**config.mk**
```make
export PLATFORM = sky130hd
export DESIGN_NAME = srtc_host
export DESIGN_NICKNAME = d
export VERILOG_FILES = /design/src/srtc_cycle.v /design/src/srtc_host.v
export VERILOG_INCLUDE_DIRS = /design/src
export SDC_FILE = /design/constraint.sdc
export NUM_CORES = 1
export LEC_CHECK = 0
export CORE_MARGIN = 2
export CORE_UTILIZATION = 60
export DETAILED_ROUTE_END_ITERATION = 10
export DONT_BUFFER_PORTS = 1
export PLACE_DENSITY = 0.76
export SLEW_MARGIN = 20
export SYNTH_ARGS = -nofsm -noshare
export SYNTH_HDL_FRONTEND = slang
export SYNTH_SLANG_ARGS = --single-unit
```
**constraint.sdc**
```tcl
create_clock -name clock_in -period 4.5 [get_ports clock_in]
set_clock_uncertainty 0.1 [all_clocks]
set_input_delay 0.45 -clock clock_in [delete_from_list [all_inputs] [get_ports clock_in]]
set_output_delay 0.45 -clock clock_in [all_outputs]
set_load 0.02 [all_outputs]
```
**src/srtc_defines.vh**
```
/*
 * Constants for the hidden-clock SRAM host controller: command register map,
 * unlock key, bus timing counts and command codes.
 * Assumes a 100 MHz clock and an asynchronous SRAM with a hidden clock on the bus.
 */
`ifndef SRTC_DEFINES_VH
`define SRTC_DEFINES_VH
`define SRTC_CLK_PERIOD_NS 10
`define SRTC_ACCESS_TIME_NS 200
`define SRTC_WRITE_PULSE_NS 150
`define SRTC_WRITE_RECOVERY_TIME_NS 20
`define SRTC_ACCESS_CYC ((`SRTC_ACCESS_TIME_NS + `SRTC_CLK_PERIOD_NS - 1) / `SRTC_CLK_PERIOD_NS)
`define SRTC_WPULSE_CYC ((`SRTC_WRITE_PULSE_NS + `SRTC_CLK_PERIOD_NS - 1) / `SRTC_CLK_PERIOD_NS)
`define SRTC_RECOVERY_CYC ((`SRTC_WRITE_RECOVERY_TIME_NS + `SRTC_CLK_PERIOD_NS - 1) / `SRTC_CLK_PERIOD_NS)
`define SRTC_KEY 64'h5CA3_3AC5_5CA3_3AC5
`define SRTC_NBITS 64
`define SRTC_REG_CTRL 4'h0
`define SRTC_REG_STATUS 4'h1
`define SRTC_REG_SCRATCH 4'h2
`define SRTC_REG_CLK_LO 4'h4
`define SRTC_REG_CLK_HI 4'h5
`define SRTC_REG_MEM_ADDR 4'h6
`define SRTC_REG_MEM_DATA 4'h7
`define SRTC_CMD_READ_CLK 3'h1
`define SRTC_CMD_WRITE_CLK 3'h2
`define SRTC_CMD_MEM_READ 3'h3
`define SRTC_CMD_MEM_WRITE 3'h4
`define SRTC_ADDR_W 17
`define SRTC_ADDR_RESET 17'h1_FFFF
`endif

```
**src/srtc_cycle.v**
```verilog
/*
 * One SRAM bus cycle engine: drives chip select, output enable, write strobe,
 * address and data for a single read or write, then waits out recovery.
 * Assumes the data lane inputs are already synchronised by the caller.
 */
`include "srtc_defines.vh"
module srtc_cycle #(
    parameter ACCESS_CYC = `SRTC_ACCESS_CYC,
    parameter WPULSE_CYC = `SRTC_WPULSE_CYC,
    parameter RECOV_CYC = `SRTC_RECOVERY_CYC
) (
    // Clock and reset.
    input wire clock_in,
    input wire rst_in,
    // Request side.
    input wire start_in,
    input wire write_in,
    input wire [16:0] addr_in,
    input wire [7:0] wdata_in,
    input wire [7:0] sync_data_in,
    output reg done_out,
    output reg [7:0] rdata_out,
    // Pins.
    output reg chip_sel_n_out,
    output reg out_en_n_out,
    output reg write_n_out,
    output reg [16:0] address_bus_out,
    output reg [7:0] data_bus_out,
    output reg data_bus_oe_out
);
    localparam S_IDLE = 4'b0001;
    localparam S_SETUP = 4'b0010;
    localparam S_ACT = 4'b0100;
    localparam S_REC = 4'b1000;
    reg [3:0] state_q;
    reg [7:0] cnt_q;
    reg wr_q;
    always @(posedge clock_in) begin
        if (rst_in) begin
            state_q <= S_IDLE;
            cnt_q <= 8'h00;
            wr_q <= 1'b0;
            done_out <= 1'b0;
            rdata_out <= 8'h00;
            chip_sel_n_out <= 1'b1;
            out_en_n_out <= 1'b1;
            write_n_out <= 1'b1;
            address_bus_out <= `SRTC_ADDR_RESET;
            data_bus_out <= 8'h00;
            data_bus_oe_out <= 1'b0;
        end else begin
            done_out <= 1'b0;
            case (state_q)
                S_IDLE: begin
                    if (start_in) begin
                        // Address settles a full cycle before any strobe falls.
                        address_bus_out <= addr_in; // [RULE5]
                        data_bus_out <= wdata_in;
                        wr_q <= write_in;
                        state_q <= S_SETUP;
                    end
                end
                S_SETUP: begin
                    chip_sel_n_out <= 1'b0;
                    // Output enable stays high on writes so the bus never fights the part.
                    out_en_n_out <= wr_q; // [RULE7]
                    write_n_out <= ~wr_q;
                    data_bus_oe_out <= wr_q;
                    cnt_q <= wr_q ? WPULSE_CYC[7:0] : ACCESS_CYC[7:0];
                    state_q <= S_ACT;
                end
                S_ACT: begin
                    if (cnt_q > 8'h01) begin
                        cnt_q <= cnt_q - 8'h01;
                    end else begin
                        // Write strobe rises with chip select and output enable, so the cycle ends while address is still held.
                        write_n_out <= 1'b1; // [RULE5]
                        chip_sel_n_out <= 1'b1;
                        out_en_n_out <= 1'b1;
                        rdata_out <= sync_data_in;
                        cnt_q <= RECOV_CYC[7:0];
                        state_q <= S_REC;
                    end
                end
                S_REC: begin
                    data_bus_oe_out <= 1'b0;
                    // Strobes stay high for the recovery time before the next cycle.
                    if (cnt_q > 8'h01) begin // [RULE6]
                        cnt_q <= cnt_q - 8'h01;
                    end else begin
                        done_out <= 1'b1;
                        state_q <= S_IDLE;
                    end
                end
                default: state_q <= S_IDLE;
            endcase
        end
    end
endmodule

```
**src/srtc_host.v**
```verilog
/*
 * Host controller for an SRAM with a hidden serial clock: unlocks the clock with
 * the 64-bit key and moves all 64 clock bits, and offers plain memory access.
 * Assumes the SRAM pins are wired directly; the data bus is a tristate pin split
 * into input, output and enable. Software uses a simple strobe register port.
 */
// Implementation choices: the register addresses and the strobed register port.
// Function
// RULE1: Device reads when select low and write strobe high.
// RULE2: Device decodes 17 address bits to one byte.
// RULE3: Write starts at the later falling select or strobe edge.
// RULE4: Write ends at the earlier rising select or strobe edge.
// RULE5: Host keeps address stable throughout each write cycle.
// RULE6: Host holds write strobe high for recovery time between cycles.
// RULE7: Host keeps output enable high during writes.
// RULE8: Device floats outputs when write strobe falls during a read.
// RULE9: Clock unlocks after 64 key write cycles, one bit on lowest lane.
// RULE10: Before the key matches, all accesses go to memory.
// RULE11: After match, next 64 cycles move clock bits, memory blocked.
// RULE12: One read to any address resets key pointer to bit zero.
// RULE13: Matching key bit advances pointer; mismatch ignores the rest.
// RULE14: Any read during key recognition aborts and resets the pointer.
// RULE15: Each transfer cycle reads or writes one clock bit on lowest lane.
// RULE16: Key writes also land in memory; host uses one scratch location.
// RULE17: Cycles without this chip select do not disturb sequences.
// RULE18: Clock state is eight 8-bit registers, one bit per cycle.
// RULE19: Transfer runs register 0 bit 0 through register 7 bit 7, BCD.
// RULE20: Host updates clock registers as whole 8-bit groups.
// RULE21: Key is C5 3A A3 5C C5 3A A3 5C, each LSB first.
// RULE22: Calendar corrects month ends and leap years itself.
// RULE23: Hours bit 7 selects 12-hour mode; bit 5 is then PM.
// RULE24: Day bit 4 set ignores abort input; clear lets it cancel transfers.
// RULE25: Day bit 5 stops oscillator; both bits ship set.
// RULE26: After 64 transfer cycles the clock relocks and needs a new key.
`include "srtc_defines.vh"
module srtc_host #(
    parameter NBITS = `SRTC_NBITS
) (
    // Clock and reset.
    input wire clock_in,
    input wire rst_in,
    // Software register port.
    input wire [3:0] reg_addr_in,
    input wire [31:0] reg_wdata_in,
    input wire reg_write_in,
    input wire reg_read_in,
    output reg [31:0] reg_rdata_out,
    // SRAM pins.
    output wire chip_sel_n_out,
    output wire out_en_n_out,
    output wire write_n_out,
    output wire [16:0] address_bus_out,
    output wire [7:0] data_bus_out,
    output wire data_bus_oe_out,
    input wire [7:0] data_bus_in
);
    localparam S_IDLE = 5'b00001;
    localparam S_PREP = 5'b00010;
    localparam S_KEY = 5'b00100;
    localparam S_XFER = 5'b01000;
    localparam S_MEM = 5'b10000;
    reg [4:0] state_q;
    reg [2:0] cmd_q;
    reg [6:0] bit_q;
    reg [63:0] clk_q;
    reg [63:0] clk_wr_q;
    reg [16:0] scratch_q;
    reg [16:0] mem_addr_q;
    reg [7:0] mem_wdata_q;
    reg [7:0] mem_rdata_q;
    reg busy_q;
    reg done_q;
    reg start_q;
    reg wr_q;
    reg [16:0] addr_q;
    reg [7:0] wdata_q;
    reg [7:0] sync1_q;
    reg [7:0] sync2_q;
    reg [7:0] sync3_q;
    reg [7:0] lane_q;
    wire cyc_done;
    wire [7:0] cyc_rdata;
    wire [63:0] key = `SRTC_KEY;
    // Three-stage synchroniser; a lane counts once stages two and three agree.
    always @(posedge clock_in) begin
        if (rst_in) begin
            sync1_q <= 8'h00;
            sync2_q <= 8'h00;
            sync3_q <= 8'h00;
            lane_q <= 8'h00;
        end else begin
            sync1_q <= data_bus_in;
            sync2_q <= sync1_q;
            sync3_q <= sync2_q;
            lane_q <= (sync2_q & sync3_q) | (lane_q & (sync2_q | sync3_q));
        end
    end
    srtc_cycle u_cycle (
        .clock_in(clock_in),
        .rst_in(rst_in),
        .start_in(start_q),
        .write_in(wr_q),
        .addr_in(addr_q),
        .wdata_in(wdata_q),
        .sync_data_in(lane_q),
        .done_out(cyc_done),
        .rdata_out(cyc_rdata),
        .chip_sel_n_out(chip_sel_n_out),
        .out_en_n_out(out_en_n_out),
        .write_n_out(write_n_out),
        .address_bus_out(address_bus_out),
        .data_bus_out(data_bus_out),
        .data_bus_oe_out(data_bus_oe_out)
    );
    always @(posedge clock_in) begin
        if (rst_in) begin
            state_q <= S_IDLE;
            cmd_q <= 3'h0;
            bit_q <= 7'h00;
            clk_q <= 64'h0000_0000_0000_0000;
            clk_wr_q <= 64'h0000_0000_0000_0000;
            scratch_q <= 17'h0_0000;
            mem_addr_q <= 17'h0_0000;
            mem_wdata_q <= 8'h00;
            mem_rdata_q <= 8'h00;
            busy_q <= 1'b0;
            done_q <= 1'b0;
            start_q <= 1'b0;
            wr_q <= 1'b0;
            addr_q <= 17'h0_0000;
            wdata_q <= 8'h00;
            reg_rdata_out <= 32'h0000_0000;
        end else begin
            start_q <= 1'b0;
            reg_rdata_out <= 32'h0000_0000;
            if (reg_read_in) begin
                case (reg_addr_in)
                    `SRTC_REG_STATUS: reg_rdata_out <= {30'h0000_0000, done_q, busy_q};
                    `SRTC_REG_SCRATCH: reg_rdata_out <= {15'h0000, scratch_q};
                    `SRTC_REG_CLK_LO: reg_rdata_out <= clk_q[31:0];
                    `SRTC_REG_CLK_HI: reg_rdata_out <= clk_q[63:32];
                    `SRTC_REG_MEM_ADDR: reg_rdata_out <= {15'h0000, mem_addr_q};
                    `SRTC_REG_MEM_DATA: reg_rdata_out <= {24'h00_0000, mem_rdata_q};
                    default: reg_rdata_out <= 32'h0000_0000;
                endcase
            end
            if (reg_write_in && !busy_q) begin
                case (reg_addr_in)
                    `SRTC_REG_CTRL: begin
                        cmd_q <= reg_wdata_in[2:0];
                        if (reg_wdata_in[2:0] != 3'h0) begin
                            busy_q <= 1'b1;
                            done_q <= 1'b0;
                            state_q <= S_PREP;
                        end
                    end
                    `SRTC_REG_SCRATCH: scratch_q <= reg_wdata_in[16:0];
                    // Whole 32-bit words keep every clock register written as a full byte.
                    `SRTC_REG_CLK_LO: clk_wr_q[31:0] <= reg_wdata_in; // [RULE20]
                    `SRTC_REG_CLK_HI: clk_wr_q[63:32] <= reg_wdata_in; // [RULE20]
                    `SRTC_REG_MEM_ADDR: mem_addr_q <= reg_wdata_in[16:0];
                    `SRTC_REG_MEM_DATA: mem_wdata_q <= reg_wdata_in[7:0];
                    default: busy_q <= busy_q;
                endcase
            end
            case (state_q)
                S_IDLE: busy_q <= busy_q;
                S_PREP: begin
                    start_q <= 1'b1;
                    bit_q <= 7'h00;
                    if (cmd_q == `SRTC_CMD_MEM_READ || cmd_q == `SRTC_CMD_MEM_WRITE) begin
                        addr_q <= mem_addr_q;
                        wdata_q <= mem_wdata_q;
                        wr_q <= (cmd_q == `SRTC_CMD_MEM_WRITE);
                        state_q <= S_MEM;
                    end else if (cmd_q == `SRTC_CMD_READ_CLK || cmd_q == `SRTC_CMD_WRITE_CLK) begin
                        // One read on the scratch location resets the key pointer.
                        addr_q <= scratch_q; // [RULE12]
                        wr_q <= 1'b0;
                        state_q <= S_KEY;
                    end else begin
                        start_q <= 1'b0;
                        busy_q <= 1'b0;
                        done_q <= 1'b1;
                        state_q <= S_IDLE;
                    end
                end
                S_MEM: begin
                    if (cyc_done) begin
                        mem_rdata_q <= cyc_rdata;
                        busy_q <= 1'b0;
                        done_q <= 1'b1;
                        state_q <= S_IDLE;
                    end
                end
                S_KEY: begin
                    if (cyc_done) begin
                        // Key bits go out LSB first on the lowest lane, all to the scratch byte.
                        start_q <= 1'b1; // [RULE9] [RULE16]
                        wr_q <= 1'b1;
                        wdata_q <= {7'h00, key[bit_q[5:0]]}; // [RULE21]
                        if (wr_q && bit_q == NBITS[6:0] - 7'h01) begin
                            bit_q <= 7'h00;
                            wr_q <= (cmd_q == `SRTC_CMD_WRITE_CLK);
                            wdata_q <= {7'h00, clk_wr_q[0]};
                            state_q <= S_XFER;
                        end else if (wr_q) begin
                            bit_q <= bit_q + 7'h01;
                            wdata_q <= {7'h00, key[bit_q[5:0] + 6'h01]};
                        end
                    end
                end
                S_XFER: begin
                    if (cyc_done) begin
                        // Bit order runs register 0 bit 0 up to register 7 bit 7.
                        if (!wr_q) clk_q[bit_q[5:0]] <= cyc_rdata[0]; // [RULE15] [RULE19]
                        if (bit_q == NBITS[6:0] - 7'h01) begin
                            // The part relocks after 64 cycles; the next access needs a fresh key.
                            if (wr_q) clk_q <= clk_wr_q; // [RULE26] [RULE18]
                            busy_q <= 1'b0;
                            done_q <= 1'b1;
                            state_q <= S_IDLE;
                        end else begin
                            bit_q <= bit_q + 7'h01;
                            wdata_q <= {7'h00, clk_wr_q[bit_q[5:0] + 6'h01]};
                            start_q <= 1'b1;
                        end
                    end
                end
                default: state_q <= S_IDLE;
            endcase
        end
    end
endmodule

```
==> metrics.cfg, run 1 <==
[power_and_ir_drop]
cellPowerDensity_nw_per_um2 = 356
power.sequential.fraction = 0.498
power.static_leakage_nw = 6.31
ir_drop_worst_vdd_v = 0.000280
comb_power_share = 0.027
internal_power_w = 0.00474
switching_power_summed_over_all_nets_w = 0.00134
power.switching_fraction = 0.221
p_clk_frac = 0.475

[routing]
dr_wl_met3_mm = 4.61
number_of_routed_nets_with_antenna_violations = 0
drc = 0
total_routed_wirelength_mm = 43.0
drt_first_iter_violations = 1455
drt_pass1_iterations = 7
via_count = 13700
met1_length_mm = 17.3
routed.top_layer = met4
final_routed_wire_length_divided_by_cell_count_um = 19.5
viasPerCell = 6.21
detailroute.wirelength.met2_mm = 19.5

[critical_path]
cp-start-kind = register
cp.required_ns = 4.78
crit-reg2reg-capture = clk_q[44]
startpoint_of_the_worst_slack_reg_to_reg_timing_path = bit_q[1]
cp-end-kind = register
criticalPathCategory = register to register
r2r_setup_slack_ns = 1.12
rr_worst_depth = 9
maximum_fanout_count_along_the_critical_path = 64
signal_arrival_time_at_the_worst_endpoint_ns = 3.65

[final_layout]
final_common_cell = nand2_1
layout-area-overhead-vs-synth_pct = 14.0
layout.area.seq_um2 = 6770
multi_input_gate_area_um2 = 7660
final_cell_mix = nand2_1, dfxtp_1, nor2_1
final_net_count = 1910
insertedDiodeCount = 0
final.fill_count = 1968
final_layout_size_suffix_gt1_frac = 0.0626
finish.instance_area_um2 = 17100

[cts]
worst_skew_pair.late_latency_ns = 0.53
number_of_post_cts_setup_repair_buffers = 0
worst_path_clk_slew_ns = 0.06
cts_tree = built
clock-sinks = 338
cts.path.max_buffers = 3
cts_buffers = 35
cts.htree.levels = 2
cts.root.buffer_cell = clkbuf_16

[global_routing]
grt_first_pass_wirelength_mm = 68.8
grt_antenna_before_repair = 1
vias_in_the_first_global_route = 13100
overflow_left_after_global_routing = 0
grt.total_usage = 0.326
grt_max_degree = 231

[hold_path]
worstHoldPathType = primary input to register
min_to = bit_q[1]
holdCritStartpoint = rst_in
min_path_cells = 2

[status]
outcome = completed

[placed_design]
port-buffer-count = 0
detailed_place_hpwl_mm = 26.4
weighted_congestion_at_the_end_of_routability_driven_global_placement = 0.902
placed_area_um2 = 15000

[logic_synthesis]
synth-async-reset-ratio = 0
syn-cell-area_um2 = 15000
synth_sequential_area_ratio = 0.451
yosysWarnings = 0
synth.lib_cells_used.distinct = 68
syn_nets = 1905
synthCells = 1854
synth_seq_cells = 338
synth_top_flop_cell = dfxtp_1
number_of_enable_type_register_cells_in_the_synthesized_netlist = 0
synth_area_per_cell_um2 = 8.08

[floorplanning]
die_h_um = 162
boundaryPins = 109
placeableCoreArea_um2 = 24400
die_area_um2 = 26300
std_cell_rows = 57
start_util = 0.614
die_width_um = 162

[timing]
period_minus_slack_ns = 3.38
maxClockFrequency_ghz = 0.296
timing.final.crit_share = 0.751
fin_tns_setup_ns = 0
worst_pin_slew_ns = 1.23
timing.final.hold_violations = 0
setup_repair_after_global_routing_missed_its_margin = false
slew_headroom = 0.171
slew_violations = 0
setup-violations-final = 0

[flow_run]
maxCapViolCount = 0

## critical path, cell delays in order, from the launching register on
cell	delay (ns)
dfxtp_1	0.63
ha_1	0.38
nand2_1	0.27
nor2_1	0.29
nand3_4	0.57
buf_4	0.53
nor2_1	0.15
a211oi_1	0.06
a21oi_1	0.17
nor2_1	0.06
## synthesized netlist by cell type (3+ instances only)
cell      count  area share
nand3b_1      5      0.0025
nand2b_1     16      0.0067
or3_1         3      0.0013
a21oi_1     215       0.072
o211ai_1      8      0.0040
o22ai_1       5      0.0021
xnor2_1       7      0.0041
buf_1         8      0.0020
buf_4         3      0.0015
xor2_1        8      0.0047
a211oi_1     69       0.035
mux2i_1     102       0.068
a22oi_1      27       0.014
and2_1        5      0.0021
a221oi_1      8      0.0047
o21ai_0      31       0.010
dfxtp_1     338        0.45
ha_1          3      0.0025
nand2_1     370       0.093
a311oi_1     20       0.012
nor3b_1       3      0.0015
clkbuf_1    124       0.031
or2_2         4      0.0017
nor4_1        6      0.0025
nor2b_1      38       0.016
nor3_1       26      0.0087
mux4_2       16       0.024
buf_2         7      0.0023
and3_1        9      0.0038
a222oi_1      6      0.0040
nor2_1      266       0.067
inv_1        10      0.0025
nand3_1      42       0.014
## cell families after synthesis
| kind of cell | after synthesis | share of synthesized area |
|---|---|---|
| AOI/OAI and AO/OA | 418 | 0.175 |
| DFF | 338 | 0.451 |
| adders and majority gates | 3 | 0.00250 |
| muxes | 120 | 0.0937 |
| xor gates and xnor gates | 15 | 0.00877 |
| and+or+nand+nor | 806 | 0.228 |
| buffers and inverters | 154 | 0.0404 |
## stage by stage
stage / hold WS, ns / total power [W] / instances / worst slack (ns) / utilization
global route: 0.0853 / 0.00625 / 2208 / 0.863 / 0.700
detailed placement: 0.328 / 0.00318 / 2058 / 1.18 / 0.617
CTS: 0.0625 / 0.00610 / 2208 / 1.17 / 0.700
global placement: 0.317 / 0.00317 / 2058 / 1.27 / 0.617
finish: 0.0875 / 0.00609 / 2208 / 1.12 / 0.700
floorplan: 0.314 / 0.00319 / 1854 / 1.89 / -
## power by group through the flow
stage	Sequential [W]	Combinational [W]	Clock, W
final	0.00303	0.000164	0.00289
after global routing	0.00303	0.000175	0.00304
after CTS	0.00303	0.000158	0.00291
after detailed placement	0.00310	0.0000789	0
after global placement	0.00310	0.0000768	0
after floorplan	0.00309	0.0000986	0
## area by class of cell
cell class	instances	area share
clock buffers	47	0.0581
clock inverters	15	0.00850
inverters	11	0.00242
multi-input cells	1362	0.448
flip-flops and latches	338	0.396
well taps	324	0.0237
repair buffers	111	0.0627
## sequential cells by signal (all words and copies together) (netlist names), 17 cells and up, named ones only
signal	count
clk_q	64
scratch_q	17
reg_rdata_out	32
clk_wr_q	64
mem_addr_q	17
u_cycle.address_bus_out	17
addr_q	17
## layer usage
| metal | vias up | GRT usage |
|---|---|---|
| met5 | - | 0 |
| met4 | 0 | 0.143 |
| met3 | 120 | 0.0628 |
| met2 | 723 | 0.523 |
| met1 | 6446 | 0.429 |
| li1 | 6414 | - |
## how the worst max path moves through the flow
| stage | startpoint | endpoint | slack, ns | depth (start not counted) |
|---|---|---|---|---|
| 2_1_floorplan | bit_q[1] | wdata_q[0] | 1.89 | 9 |
| 3_3_place_gp | bit_q[1] | wdata_q[0] | 1.27 | 9 |
| 3_5_place_dp | bit_q[1] | wdata_q[0] | 1.18 | 9 |
| 4_1_cts | bit_q[1] | clk_q[44] | 1.17 | 9 |
| 5_1_grt | bit_q[1] | clk_q[41] | 0.86 | 9 |
| 6_report | bit_q[1] | clk_q[44] | 1.12 | 9 |
## what timing repair did
| item | 4_1_cts | 5_1_grt |
|---|---|---|
| endpoints found under the hold margin | 276 | 0 |
| hold buffers | 88 | 0 |
| resized for setup | 0 | 0 |
(Power assumes the default switching activity.)
==> run 2: changes to the inputs <==
CORE_UTILIZATION = 57   (was 60)
PLACE_DENSITY = 0.75   (was 0.76)
clock period = 2.71 ns   (was 4.5 ns; I/O delays follow)
==> run 2 against run 1 <==
  * Worst hold slack got worse by 0.033 ns
  * Clock power increased by 75%
  * Sequential power increased by 66%
  * Maximum frequency increased by 30%
  * Sequential cell count unchanged
  * Largest cell class unchanged
  * First-iteration DRC count increased by 7.1%
  * Count of clock-buffer cells in the layout increased by 1
  * Total power increased by 70%
  * Non-clock buffer count increased by 120
  * Cell count increased by 6.0%
  * Critical endpoint is now u_cycle.rdata_out[5]
  * Worst setup slack got worse by 1.0 ns
==> metrics.cfg, run 2 (synthesis gave the netlist of run 1 again) <==
[status]
outcome = completed  ; unchanged

[critical_path]
cp-start-kind = register  ; unchanged
cp.required_ns = 3.03  ; was 4.78 ns
maximum_fanout_count_along_the_critical_path = 10  ; was 64
cp-end-kind = register  ; unchanged
signal_arrival_time_at_the_worst_endpoint_ns = 2.91  ; was 3.65 ns
criticalPathCategory = register to register  ; unchanged

[power_and_ir_drop]
ir_drop_worst_vdd_v = 0.000529  ; was 0.000280 V
cellPowerDensity_nw_per_um2 = 562  ; was 356 nW/µm²
power.static_leakage_nw = 7.16  ; was 6.31 nW

[hold_path]
worstHoldPathType = primary input to register  ; unchanged

[cts]
cts.root.buffer_cell = clkbuf_16  ; unchanged
cts.htree.levels = 2  ; unchanged
worst_path_clk_slew_ns = 0.06  ; about the same
clock-sinks = 338  ; unchanged
worst_skew_pair.late_latency_ns = 0.53  ; about the same
cts.path.max_buffers = 3  ; unchanged
cts_buffers = 36  ; was 35
cts_tree = built  ; unchanged

[routing]
via_count = 14200  ; was 13,700
drt_pass1_iterations = 6  ; was 7
drt_first_iter_violations = 1558  ; was 1,455
drc = 0  ; unchanged
viasPerCell = 6.05  ; was 6.21
total_routed_wirelength_mm = 44.5  ; was 43.0 mm
number_of_routed_nets_with_antenna_violations = 0  ; unchanged
final_routed_wire_length_divided_by_cell_count_um = 19.0  ; was 19.5 µm

[floorplanning]
start_util = 0.578  ; was 0.614
boundaryPins = 109  ; unchanged
die_h_um = 166  ; was 162 µm
die_width_um = 166  ; was 162 µm
std_cell_rows = 59  ; was 57
die_area_um2 = 27600  ; was 26,300 µm²
placeableCoreArea_um2 = 25900  ; was 24,400 µm²

[placed_design]
placed_area_um2 = 15400  ; was 15,000 µm²
port-buffer-count = 0  ; unchanged
dp_worst_setup_slack_ns = -0.0162  ; was 1.18 ns
weighted_congestion_at_the_end_of_routability_driven_global_placement = 0.917  ; was 0.902
number_of_placed_cells_counting_well_taps = 2103  ; was 2,058
detailed_place_hpwl_mm = 27.1  ; was 26.4 mm

[timing]
maxClockFrequency_ghz = 0.386  ; was 0.296 GHz
setup_repair_after_global_routing_missed_its_margin = true  ; was false
setup-violations-final = 0  ; unchanged
slew_headroom = 0.495  ; was 0.171
final.setup.worst_slack_ns = 0.119  ; was 1.12 ns
final.hold.worst_slack_ns = 0.0544  ; was 0.0875 ns
timing.final.hold_violations = 0  ; unchanged
period_minus_slack_ns = 2.59  ; was 3.38 ns
slew_violations = 0  ; unchanged
worst_pin_slew_ns = 0.757  ; was 1.23 ns
timing.final.crit_share = 0.956  ; was 0.751

[global_routing]
grt_max_degree = 150  ; was 231
grt_first_pass_wirelength_mm = 70.7  ; was 68.8 mm
grt.total_usage = 0.313  ; was 0.326
vias_in_the_first_global_route = 13400  ; was 13,100
overflow_left_after_global_routing = 0  ; unchanged
grt_antenna_before_repair = 0  ; was 1

[final_layout]
final_common_cell = nand2_1  ; unchanged
final_net_count = 2032  ; was 1,910
finish.instance_area_um2 = 18400  ; was 17,100 µm²
final_cell_mix = nand2_1, dfxtp_1, nor2_1  ; unchanged
final_layout_size_suffix_gt1_frac = 0.0843  ; was 0.0626
instances_no_fill = 2341  ; was 2,208
finalCoreUtilization = 0.711  ; was 0.700
layout-area-overhead-vs-synth_pct = 22.9  ; was 14.0%
top_regs = clk_q: 64 flops, clk_wr_q: 64 flops, reg_rdata_out: 32 flops  ; unchanged

[flow_run]
maxCapViolCount = 0  ; unchanged

## run 2: report_power, final
group,internal [W],switching [W]
clock network,0.00302,0.00203
logic,0.000113,0.000144
registers,0.00500,0.0000299
total,0.00814,0.00220
## run 2: cell type report
type | count | area (µm²)
Antenna cell | 1 | 2.50
Tap cell | 335 | 419
Clock inverter | 14 | 195
Timing Repair Buffer | 231 | 2250
Clock buffer | 48 | 1020
Multi-Input combinational cell | 1363 | 7720
Inverter | 11 | 45.0
Fill cell | 1907 | 7490
Sequential cell | 338 | 6770
## run 2: timing repair
item                                    in CTS  in global routing
gates resized for setup                      1                 19
endpoints found under the hold margin      288                  0
pin swaps                                    0                  2
hold buffers                               172                  0
setup buffers                                0                  2
gates cloned                                 0                  1
endpoints found under the setup margin       1                 14
## run 2: through the flow
step	power [W]	setup TNS [ns]
floorplan	0.00529	0
global placement	0.00527	0
detailed placement	0.00528	-0.0162
CTS	0.0104	0
global route	0.0106	-0.0468
finish	0.0103	0
## run 2: final timing paths
path	end	cells after the start	slack, ns	startpoint
setup / recovery	u_cycle.rdata_out[5]	7	0.12	u_cycle.cnt_q[2]
hold / removal	u_cycle.chip_sel_n_out	3	0.05	rst_in
setup reg to reg	u_cycle.rdata_out[5]	7	0.12	u_cycle.cnt_q[2]
hold reg to reg	wdata_q[3]	2	0.37	wdata_q[3]
## run 2: critical path, stage by stage (launching register included)
cell	delay (ns)
dfxtp_1	0.34
or3_1	0.41
nor4_1	0.45
nand3_1	0.16
buf_4	0.23
mux2i_1	0.18
nor2_1	0.05
dlygate4sd3_1	0.55
## run 2: per-layer routing
metal | vias up | wire [µm] | GRT usage
met4 | 0 | 2150 | 0.148
met2 | 703 | 20200 | 0.506
met3 | 167 | 4320 | 0.0577
li1 | 6678 | - | -
met5 | - | 0 | 0
met1 | 6606 | 17800 | 0.407
